## src/clock_control_map.vh

```
// Register map, field positions and timing counts of the clock control block
// Operation
// - Slow clock stop bit set halts the slow clock in Stop mode; resets to 1
// - Peripheral clock stop bit gates UART and timer clocks in Idle; resets 0
// - Fast clock stop bit halts the fast source in Slow or Idle mode; resets 0
// - Fast clock stop bit is writable only while running from the slow clock
// - Source select: 0 picks slow clock, 1 picks fast clock; resets to 0
// - Source select is writable only while the fast clock stop bit is 0
// - Prescaler 00 divides by 16, 01 by 4, 10 by 2, 11 by 1; resets 11
// - A new prescaler ratio takes effect within 16 source clock cycles
`ifndef CLOCK_CONTROL_MAP_VH
`define CLOCK_CONTROL_MAP_VH

// Register addresses
`define CLK_CTRL_ADDR 8'hd8
`define CLK_STATUS_ADDR 8'hd7

// Control register fields
`define SLOW_STOP_BIT 5
`define PERIPH_STOP_BIT 4
`define FAST_STOP_BIT 3
`define SOURCE_SEL_BIT 2
`define PRESCALE_HI 1
`define PRESCALE_LO 0

// Reset values
`define SLOW_STOP_RST 1'b1
`define PERIPH_STOP_RST 1'b0
`define FAST_STOP_RST 1'b0
`define SOURCE_SEL_RST 1'b0
`define PRESCALE_RST 2'h3

// Prescaler codes
`define PSC_DIV16 2'h0
`define PSC_DIV4 2'h1
`define PSC_DIV2 2'h2
`define PSC_DIV1 2'h3

// Longest delay, in source cycles, before a new ratio applies
`define PRESCALE_MAX_DELAY 16

`endif

```

## src/prescale_divider.v

```verilog
// Source clock prescaler producing a glitch-free system clock tick
`timescale 1ns/1ps
`default_nettype none
`include "clock_control_map.vh"

module prescale_divider #(
    parameter CNT_W = 4
) (
    input wire clk_i,
    input wire reset_n_i,
    input wire ce_i,
    input wire src_tick_i,
    input wire [1:0] ratio_i,
    output wire wrap_o,
    output reg tick_o,
    output reg [1:0] ratio_o
);

    reg [CNT_W-1:0] cnt_q;

    // Last count value of one output period for a prescaler code
    function [CNT_W-1:0] last_count;
        input [1:0] code;
        begin
            case (code)
                `PSC_DIV16: last_count = 4'hf;
                `PSC_DIV4: last_count = 4'h3;
                `PSC_DIV2: last_count = 4'h1;
                default: last_count = 4'h0;
            endcase
        end
    endfunction

    // Period boundary: last source tick of the current output period
    assign wrap_o = src_tick_i & (cnt_q == last_count(ratio_o));

    // Count source ticks, take the new ratio only at a period boundary
    always @(posedge clk_i or negedge reset_n_i)
    begin
        if (!reset_n_i)
        begin
            cnt_q <= {CNT_W{1'b0}};
            tick_o <= 1'b0;
            ratio_o <= `PRESCALE_RST;
        end
        else if (ce_i)
        begin
            tick_o <= wrap_o;
            if (wrap_o)
            begin
                cnt_q <= {CNT_W{1'b0}};
                ratio_o <= ratio_i;
            end
            else if (src_tick_i)
            begin
                cnt_q <= cnt_q + {{(CNT_W-1){1'b0}}, 1'b1};
            end
        end
    end

endmodule // prescale_divider

`default_nettype wire

```

## src/system_clock_select_gating.v

```verilog
// Clock source select, prescaler and clock gating with its control register
`timescale 1ns/1ps
`default_nettype none
`include "clock_control_map.vh"

module system_clock_select_gating #(
    parameter CNT_W = 4
) (
    input wire clk_i,
    input wire reset_n_i,
    input wire ce_i,
    input wire [7:0] addr_i,
    input wire [7:0] wdata_i,
    input wire wr_i,
    input wire rd_i,
    output reg [7:0] rdata_o,
    input wire stop_mode_i,
    input wire idle_mode_i,
    input wire slow_tick_i,
    input wire fast_tick_i,
    output reg slow_osc_en_o,
    output reg fast_osc_en_o,
    output reg periph_clk_en_o,
    output wire sys_tick_o,
    output wire cpu_tick_o,
    output wire periph_tick_o,
    output reg active_source_o
);

    // Source switch states
    localparam ST_RUN = 1'b0;
    localparam ST_DRAIN = 1'b1;

    // Control register fields
    reg slow_stop_q;
    reg slow_stop_d;
    reg periph_stop_q;
    reg periph_stop_d;
    reg fast_stop_q;
    reg fast_stop_d;
    reg source_sel_q;
    reg source_sel_d;
    reg [1:0] prescale_q;
    reg [1:0] prescale_d;

    // Switch sequencer
    reg state_q;
    reg state_d;
    reg active_d;

    // Gate enables next values
    reg slow_en_d;
    reg fast_en_d;
    reg periph_en_d;

    // Bus decode
    wire wr_ctrl;
    wire rd_ctrl;
    wire rd_status;
    wire slow_mode;
    reg [7:0] rdata_d;

    // Divider links
    wire src_tick;
    wire div_wrap;
    wire [1:0] applied_ratio;

    // Address decode of the single control register and the status view
    assign wr_ctrl = wr_i & (addr_i == `CLK_CTRL_ADDR);
    assign rd_ctrl = rd_i & (addr_i == `CLK_CTRL_ADDR);
    assign rd_status = rd_i & (addr_i == `CLK_STATUS_ADDR);

    // Slow mode means both the chosen and the running source are slow
    assign slow_mode = ~source_sel_q & ~active_source_o;

    // Next values of the control fields on a software write
    always @*
    begin
        slow_stop_d = slow_stop_q;
        periph_stop_d = periph_stop_q;
        fast_stop_d = fast_stop_q;
        source_sel_d = source_sel_q;
        prescale_d = prescale_q;
        if (wr_ctrl)
        begin
            slow_stop_d = wdata_i[`SLOW_STOP_BIT];
            periph_stop_d = wdata_i[`PERIPH_STOP_BIT];
            prescale_d = wdata_i[`PRESCALE_HI:`PRESCALE_LO];
            if (slow_mode)
            begin
                fast_stop_d = wdata_i[`FAST_STOP_BIT];
            end
            if (!fast_stop_q)
            begin
                source_sel_d = wdata_i[`SOURCE_SEL_BIT];
            end
        end
    end

    // Control register storage with its documented reset values
    always @(posedge clk_i or negedge reset_n_i)
    begin
        if (!reset_n_i)
        begin
            slow_stop_q <= `SLOW_STOP_RST;
            periph_stop_q <= `PERIPH_STOP_RST;
            fast_stop_q <= `FAST_STOP_RST;
            source_sel_q <= `SOURCE_SEL_RST;
            prescale_q <= `PRESCALE_RST;
        end
        else if (ce_i)
        begin
            slow_stop_q <= slow_stop_d;
            periph_stop_q <= periph_stop_d;
            fast_stop_q <= fast_stop_d;
            source_sel_q <= source_sel_d;
            prescale_q <= prescale_d;
        end
    end

    // Oscillator and peripheral gate requests
    always @*
    begin
        slow_en_d = ~(stop_mode_i & slow_stop_q);
        fast_en_d = ~(fast_stop_q & (~active_source_o | idle_mode_i));
        periph_en_d = ~(idle_mode_i & periph_stop_q);
    end

    // Registered gate enables
    always @(posedge clk_i or negedge reset_n_i)
    begin
        if (!reset_n_i)
        begin
            slow_osc_en_o <= 1'b1;
            fast_osc_en_o <= 1'b1;
            periph_clk_en_o <= 1'b1;
        end
        else if (ce_i)
        begin
            slow_osc_en_o <= slow_en_d;
            fast_osc_en_o <= fast_en_d;
            periph_clk_en_o <= periph_en_d;
        end
    end

    // Ticks of the running source count only while its oscillator runs
    assign src_tick = active_source_o ? (fast_tick_i & fast_osc_en_o)
                                      : (slow_tick_i & slow_osc_en_o);

    // Source switch sequencer: a new source takes over at a period edge
    always @*
    begin
        state_d = state_q;
        active_d = active_source_o;
        case (state_q)
            ST_RUN:
            begin
                if (source_sel_q != active_source_o)
                begin
                    state_d = ST_DRAIN;
                end
            end
            ST_DRAIN:
            begin
                if (source_sel_q == active_source_o)
                begin
                    state_d = ST_RUN;
                end
                else if (div_wrap)
                begin
                    active_d = source_sel_q;
                    state_d = ST_RUN;
                end
            end
            default:
            begin
                state_d = ST_RUN;
            end
        endcase
    end

    // Sequencer state and running source
    always @(posedge clk_i or negedge reset_n_i)
    begin
        if (!reset_n_i)
        begin
            state_q <= ST_RUN;
            active_source_o <= `SOURCE_SEL_RST;
        end
        else if (ce_i)
        begin
            state_q <= state_d;
            active_source_o <= active_d;
        end
    end

    prescale_divider #(
        .CNT_W(CNT_W)
    ) u_divider (
        .clk_i(clk_i),
        .reset_n_i(reset_n_i),
        .ce_i(ce_i),
        .src_tick_i(src_tick),
        .ratio_i(prescale_q),
        .wrap_o(div_wrap),
        .tick_o(sys_tick_o),
        .ratio_o(applied_ratio)
    );

    // Processor halts in Idle and Stop; peripherals follow their gate
    assign cpu_tick_o = sys_tick_o & ~idle_mode_i & ~stop_mode_i;
    assign periph_tick_o = sys_tick_o & periph_clk_en_o;

    // Read data mux; unmapped addresses and idle cycles give zero
    always @*
    begin
        rdata_d = 8'h00;
        if (rd_ctrl)
        begin
            rdata_d[`SLOW_STOP_BIT] = slow_stop_q;
            rdata_d[`PERIPH_STOP_BIT] = periph_stop_q;
            rdata_d[`FAST_STOP_BIT] = fast_stop_q;
            rdata_d[`SOURCE_SEL_BIT] = source_sel_q;
            rdata_d[`PRESCALE_HI:`PRESCALE_LO] = prescale_q;
        end
        else if (rd_status)
        begin
            rdata_d[7] = state_q;
            rdata_d[6] = periph_clk_en_o;
            rdata_d[5] = slow_osc_en_o;
            rdata_d[4] = fast_osc_en_o;
            rdata_d[2] = active_source_o;
            rdata_d[1:0] = applied_ratio;
        end
    end

    // Read data stands for the one cycle after the strobe
    always @(posedge clk_i or negedge reset_n_i)
    begin
        if (!reset_n_i)
        begin
            rdata_o <= 8'h00;
        end
        else if (ce_i)
        begin
            rdata_o <= rdata_d;
        end
    end

endmodule // system_clock_select_gating

`default_nettype wire

```

## config.mk

```make
export PLATFORM = sky130hd
export DESIGN_NAME = system_clock_select_gating
export DESIGN_NICKNAME = d
export VERILOG_FILES = /design/src/prescale_divider.v /design/src/system_clock_select_gating.v
export VERILOG_INCLUDE_DIRS = /design/src
export SDC_FILE = /design/constraint.sdc
export NUM_CORES = 1
export LEC_CHECK = 0
export BUFFER_PORTS_ARGS = -buffer_cell sky130_fd_sc_hd__buf_4
export CELL_PAD_IN_SITES_DETAIL_PLACEMENT = 0
export CELL_PAD_IN_SITES_GLOBAL_PLACEMENT = 2
export CORE_MARGIN = 3
export CORE_UTILIZATION = 33
export CTS_BUF_LIST = sky130_fd_sc_hd__clkbuf_8 sky130_fd_sc_hd__clkbuf_16
export DETAILED_ROUTE_END_ITERATION = 16
export MAX_ROUTING_LAYER = met4
export PLACE_DENSITY = 0.83
export SETUP_SLACK_MARGIN = 0.1
export SYNTH_ARGS = -nofsm -noshare
export SYNTH_HDL_FRONTEND = slang
export SYNTH_SLANG_ARGS = --single-unit
export TNS_END_PERCENT = 1
```

## constraint.sdc

```tcl
create_clock -name clk_i -period 3.4 [get_ports clk_i]
set_input_delay 0.85 -clock clk_i [delete_from_list [all_inputs] [get_ports clk_i]]
set_output_delay 0.85 -clock clk_i [all_outputs]
set_load 0.05 [all_outputs]
```

Yosys cells after proc, flatten, opt, wreduce, memory -nomap -nowiden
Cells that the tools add are included.
{"block": "op_classes", "addsub": 1, "multipliers": 0, "div_mod_pow": 0, "order_cmp": 0, "n_eq_ne": 7, "shifts": 0, "mux": 14, "n_bitwise": 24, "n_reduce_logical": 8}
{"cell": "$eq 8x8->1 const B", "count": 2}
{"cell": "$and 1x1->1", "count": 13}
{"cell": "$mux 4", "count": 3}
{"cell": "$pmux 4 s3", "count": 1}
{"cell": "$not 1->1", "count": 10}
{"cell": "$mux 3", "count": 2}
{"cell": "$reduce_and 2->1", "count": 3}
{"cell": "$reduce_and 3->1", "count": 2}
{"cell": "$mux 1", "count": 5}
{"cell": "$add 4x1->4 const B", "count": 1}
{"cell": "$eq 4x4->1", "count": 1}
{"cell": "$mux 2", "count": 2}
{"cell": "$reduce_and 4->1", "count": 1}
{"cell": "$eq 2x1->1 const B", "count": 1}
{"cell": "$eq 2x2->1 const B", "count": 1}
{"cell": "$logic_not 2->1", "count": 1}
{"cell": "$pmux 1 s2", "count": 1}
{"cell": "$reduce_bool 2->1", "count": 1}
{"cell": "$eq 1x1->1", "count": 1}
{"cell": "$ne 1x1->1", "count": 1}
{"cell": "$or 1x1->1", "count": 1}
{"block": "word_totals", "ff_bits": 26, "latch_bits": 0, "ramBits": 0, "rom_bits": 0, "inputBits": 25, "out_inout_bits": 15, "mem_count": 0}

Logic depth before layout (Yosys ltp)
{"block": "logic_depth", "ltp_word": 7, "ltp_mapped": 5}

Hierarchy
From an unflattened synthesis, not the netlist that was laid out.
{"block": "unflattened", "hier_cells": 120, "area_unflattened_um2": 1307.5}
{"mod": "system_clock_select_gating", "instances": 1, "cells_per_inst": 83, "area_per_inst_um2": 914.6, "seq_area_each_um2": 483.0}
{"mod": "prescale_divider", "instances": 1, "cells_per_inst": 37, "area_per_inst_um2": 392.9, "seq_area_each_um2": 177.7}

Worst setup path after synthesis
Ideal clock, no wire load.
{"block": "synth_path", "kind": "input -> output", "startpoint": "input stop_mode_i", "endpoint": "output cpu_tick_o", "t_arrival_ps": 2008, "t_required_ps": 2550, "slack_ps": 542, "path_stages": 1, "n_path_buf": 0, "path_cell_list": "nor3b_1"}
{"block": "synth_via", "elab_chain_len": 2}
{"element": "from (decl)", "line": "system_clock_select_gating.v:17", "text": "input wire stop_mode_i,"}
{"element": "$not 1->1", "line": "system_clock_select_gating.v:211", "text": "assign cpu_tick_o = sys_tick_o & ~idle_mode_i & ~stop_mode_i;"}
{"element": "$and 1x1->1", "line": "system_clock_select_gating.v:211"}
{"element": "to (decl)", "line": "system_clock_select_gating.v:25", "text": "output wire cpu_tick_o,"}
No other way between the ends.

Worst setup path after layout
Same ends and word-level chain as after synthesis.

==> summary.md <==
| Metric | Value |
|---|---|
| Synth Flop Type | `dfrtp_1` |
| Synthesis-to-finish area growth | `30.65%` |
| Worst-skew pair later-pin latency | `0.26 ns` |
| Sequential share of the synthesized area | `51.87%` |
| Endpoints failing setup | `0` |
| Vias in the first global route | `between 1000 and 1500` |
| CTS tree | `yes` |
| Adder-Cell Fraction of Synth Area | `1.965%` |
| CP Data Required Time | `approximately 2.6 ns` |
| Clock skew | `0.005257 ns` |
| Largest family of logic cells by synthesized area | `simple AND/OR/NAND/NOR gates` |
| Clock tree buffer depth | `2` |
| Max Freq | `449.0 MHz` |
| Largest fanout on the critical path | `2` |
| Die width | `68.13 um` |
| Hold Path Class | `in -> async` |
| Finished Layout Cells | `202` |
| FFs w/ async S/R, synth | `between 90% and 100%` |
| Leakage | `0.7591 nW` |
| Worst Tran Pin Value | `0.5054 ns` |
| Vias | `about 1000` |
| WL met1 | `about 1400 um` |
| Wirelength per Cell | `14.30 um` |
| Num CTS Buffers | `3` |
| Io pins | `40` |
| Die ar. | `about 4600 um^2` |
| YS warnings | `0` |
| Startpoint types | `input pin` |
| Crit. End Element | `primary output` |
| Most frequent cells in the layout | `buf_4, dfrtp_1, nor2_1` |
| Syn_area_per_cell | `10.98 um^2` |
| RSZ-0062 raised after global routing | `false` |
| Tmin final | `2.227 ns` |
| Placer Congestion | `0.7309` |
| Post-CTS setup buffer count | `0` |
| Final instance area | `1664 um^2` |
| CP max stage cell | `buf_4` |
| Via/cell ratio | `5.050` |
| Reg2reg setup slack | `1.48 ns` |
| Hold buffers post-CTS | `0` |
| Initial Util | `36.18%` |
| Mapped cell area | `1274 um^2` |
| Top delay family on crit path | `buffers and inverters` |
| Outcome | `finished clean` |
| Max-cap violations | `0` |
| Crit path kind | `in -> out` |
| Largest net degree at the start of global routing | `27` |
| Share of cells above drive strength 1 | `a little over two fifths` |
| Post-synthesis compound-gate area fraction | `about 14%` |
| CTS Sinks | `26` |
| Core area | `3521 um^2` |
| Number of flops mapped to enable cells by yosys | `0` |
| DR iter-0 viols | `37` |
| Htree depth | `1` |
| Setup TNS | `0 ns` |
| Site Rows | `21` |
| Slew margin rel. | `66.08%` |
| Total Nets Final | `184` |
| Cells after DPL | `about 200` |
| CP cell instances | `buf_4 > nor3b_1 > buf_4` |
| Overall routing resource usage | `between 10 and 15%` |
| Met3 WL | `132 um` |
| Library cells used by synthesis | `41` |
| Worst path arrival time | `around 1.4 ns` |
| Tot Pwr | `0.6901 mW` |
| Wirelength, routed | `roughly 2900 um` |
| Pwr per Cell Area | `approximately 410 nW/um^2` |
| Post-synthesis simple-gate area fraction | `19.55%` |
| CP Buf/Inv Count | `2` |
| Seq cells post-synth | `26` |
| Maximum vdd drop | `0.0001496 V` |
| Root buf cell | `clkbuf_8` |
| Gr ovfl total | `0` |
| CP max stage delay | `0.23 ns` |
| Fin. Hold Viols | `0` |
| Placement Cell Area | `around 1600 um^2` |
| Worst hold margin | `around 0.48 ns` |
| Met2 WL post-DR | `1347 um` |
| Die Ht | `68.13 um` |
| Final ANT Viol Nets | `0` |
| DRC errors left | `0` |
| ANT cells | `0` |
| Commonest non-fill, non-tap cell in the layout | `buf_4` |
| Worst-path clk slew | `0.08 ns` |
| Most used cell, CP | `buf_4` |
| CTS resizes | `0` |
| Drt pass-1 iters | `4` |
| Synthesized instance count | `116` |
| Port bufs | `37` |
| Global-route wire length before repair | `5106 um` |
| Highest metal used | `met4` |
| Multiplexer area fraction after synthesis | `about 7.3%` |
| Post-DP HPWL | `2225 um` |
| Post-synthesis xor/xnor area fraction | `1.375%` |
| Final Max Slew Viols | `0` |
| Syn Nets | `143` |
| Period utilization | `65.50%` |
| Initial antenna violation count | `0` |
cell families (layout without fill, tap and decap cells):
| kind of cell | count (synthesis) | count (layout) |
|---|---|---|
| fa+ha+maj | 2 | 2 |
| flops | 26 | 26 |
| xor+xnor | 2 | 2 |
| buf+inv | 12 | 52 |
| compound gates | 26 | 26 |
| mux | 8 | 8 |
| simple gates | 40 | 40 |
where the power goes:
| part | internal (mW) | total, mW | switching, mW |
|---|---|---|---|
| Clock | 0.103 | 0.195 | 0.0917 |
| Combinational | 0.0543 | 0.121 | 0.0670 |
| Sequential | 0.339 | 0.374 | 0.0349 |
| Total | 0.497 | 0.690 | 0.194 |
state kept, by name, indices dropped and copies added, names as in the netlist:
register / flops
slow_stop_q: 1
state_q: 1
periph_clk_en_o: 1
slow_osc_en_o: 1
periph_stop_q: 1
u_divider.ratio_o: 2
fast_osc_en_o: 1
rdata_o: 8
u_divider.tick_o: 1
active_source_o: 1
source_sel_q: 1
u_divider.cnt_q: 4
prescale_q: 2
fast_stop_q: 1
worst paths after layout:
path / from / end / depth (start not counted)
setup / recovery: stop_mode_i / cpu_tick_o / 3
hold / removal: reset_n_i / periph_stop_q$_DFFE_PN0P_ / 1
setup reg to reg: u_divider.ratio_o[1]$_DFFE_PN1P_ / u_divider.ratio_o[0]$_DFFE_PN1P_ / 4
hold reg to reg: periph_stop_q$_DFFE_PN0P_ / periph_clk_en_o$_DFFE_PN1P_ / 1
max in group asynchronous: reset_n_i / periph_clk_en_o$_DFFE_PN1P_ / 1
min in group clk_i: periph_stop_q$_DFFE_PN0P_ / periph_clk_en_o$_DFFE_PN1P_ / 1
synthesized netlist by cell type (2+ instances only):
cell	number	area share [%]
mux2_2	6	5.3
a221oi_1	5	3.4
dfstp_2	8	17
or4b_4	2	2.2
nand3_1	3	1.2
a21oi_1	2	0.79
clkbuf_1	2	0.59
dfrtp_1	18	35
nor2_1	14	4.1
nand2_1	5	1.5
ha_1	2	2.0
nand4b_1	3	2.1
o21ai_0	7	2.8
inv_1	10	2.9
a31oi_1	3	1.5
routing by layer:
metal / up-vias / track usage [%]
met5: - / -
met4: 0 / 4.467
met3: 2 / 1.806
met1: 484 / 20.23
li1: 502 / -
met2: 32 / 23.35
through the flow:
step	worst slack, ns	utilization (%)
CTS	1.167	47.26
global route	1.116	47.26
floorplan	0.5420	-
detailed placement	1.018	45.70
global placement	1.048	45.70
finish	1.173	47.26
layout make-up:
cell class              count  area, um^2
clock buffers               4       55.05
fillers                   354        1857
inverters                  10       37.54
multi-input cells          78       568.0
flip-flops and latches     26       660.6
well taps                  46       57.56
repair buffers             38       285.3
Power figures use the tool's default switching activity.
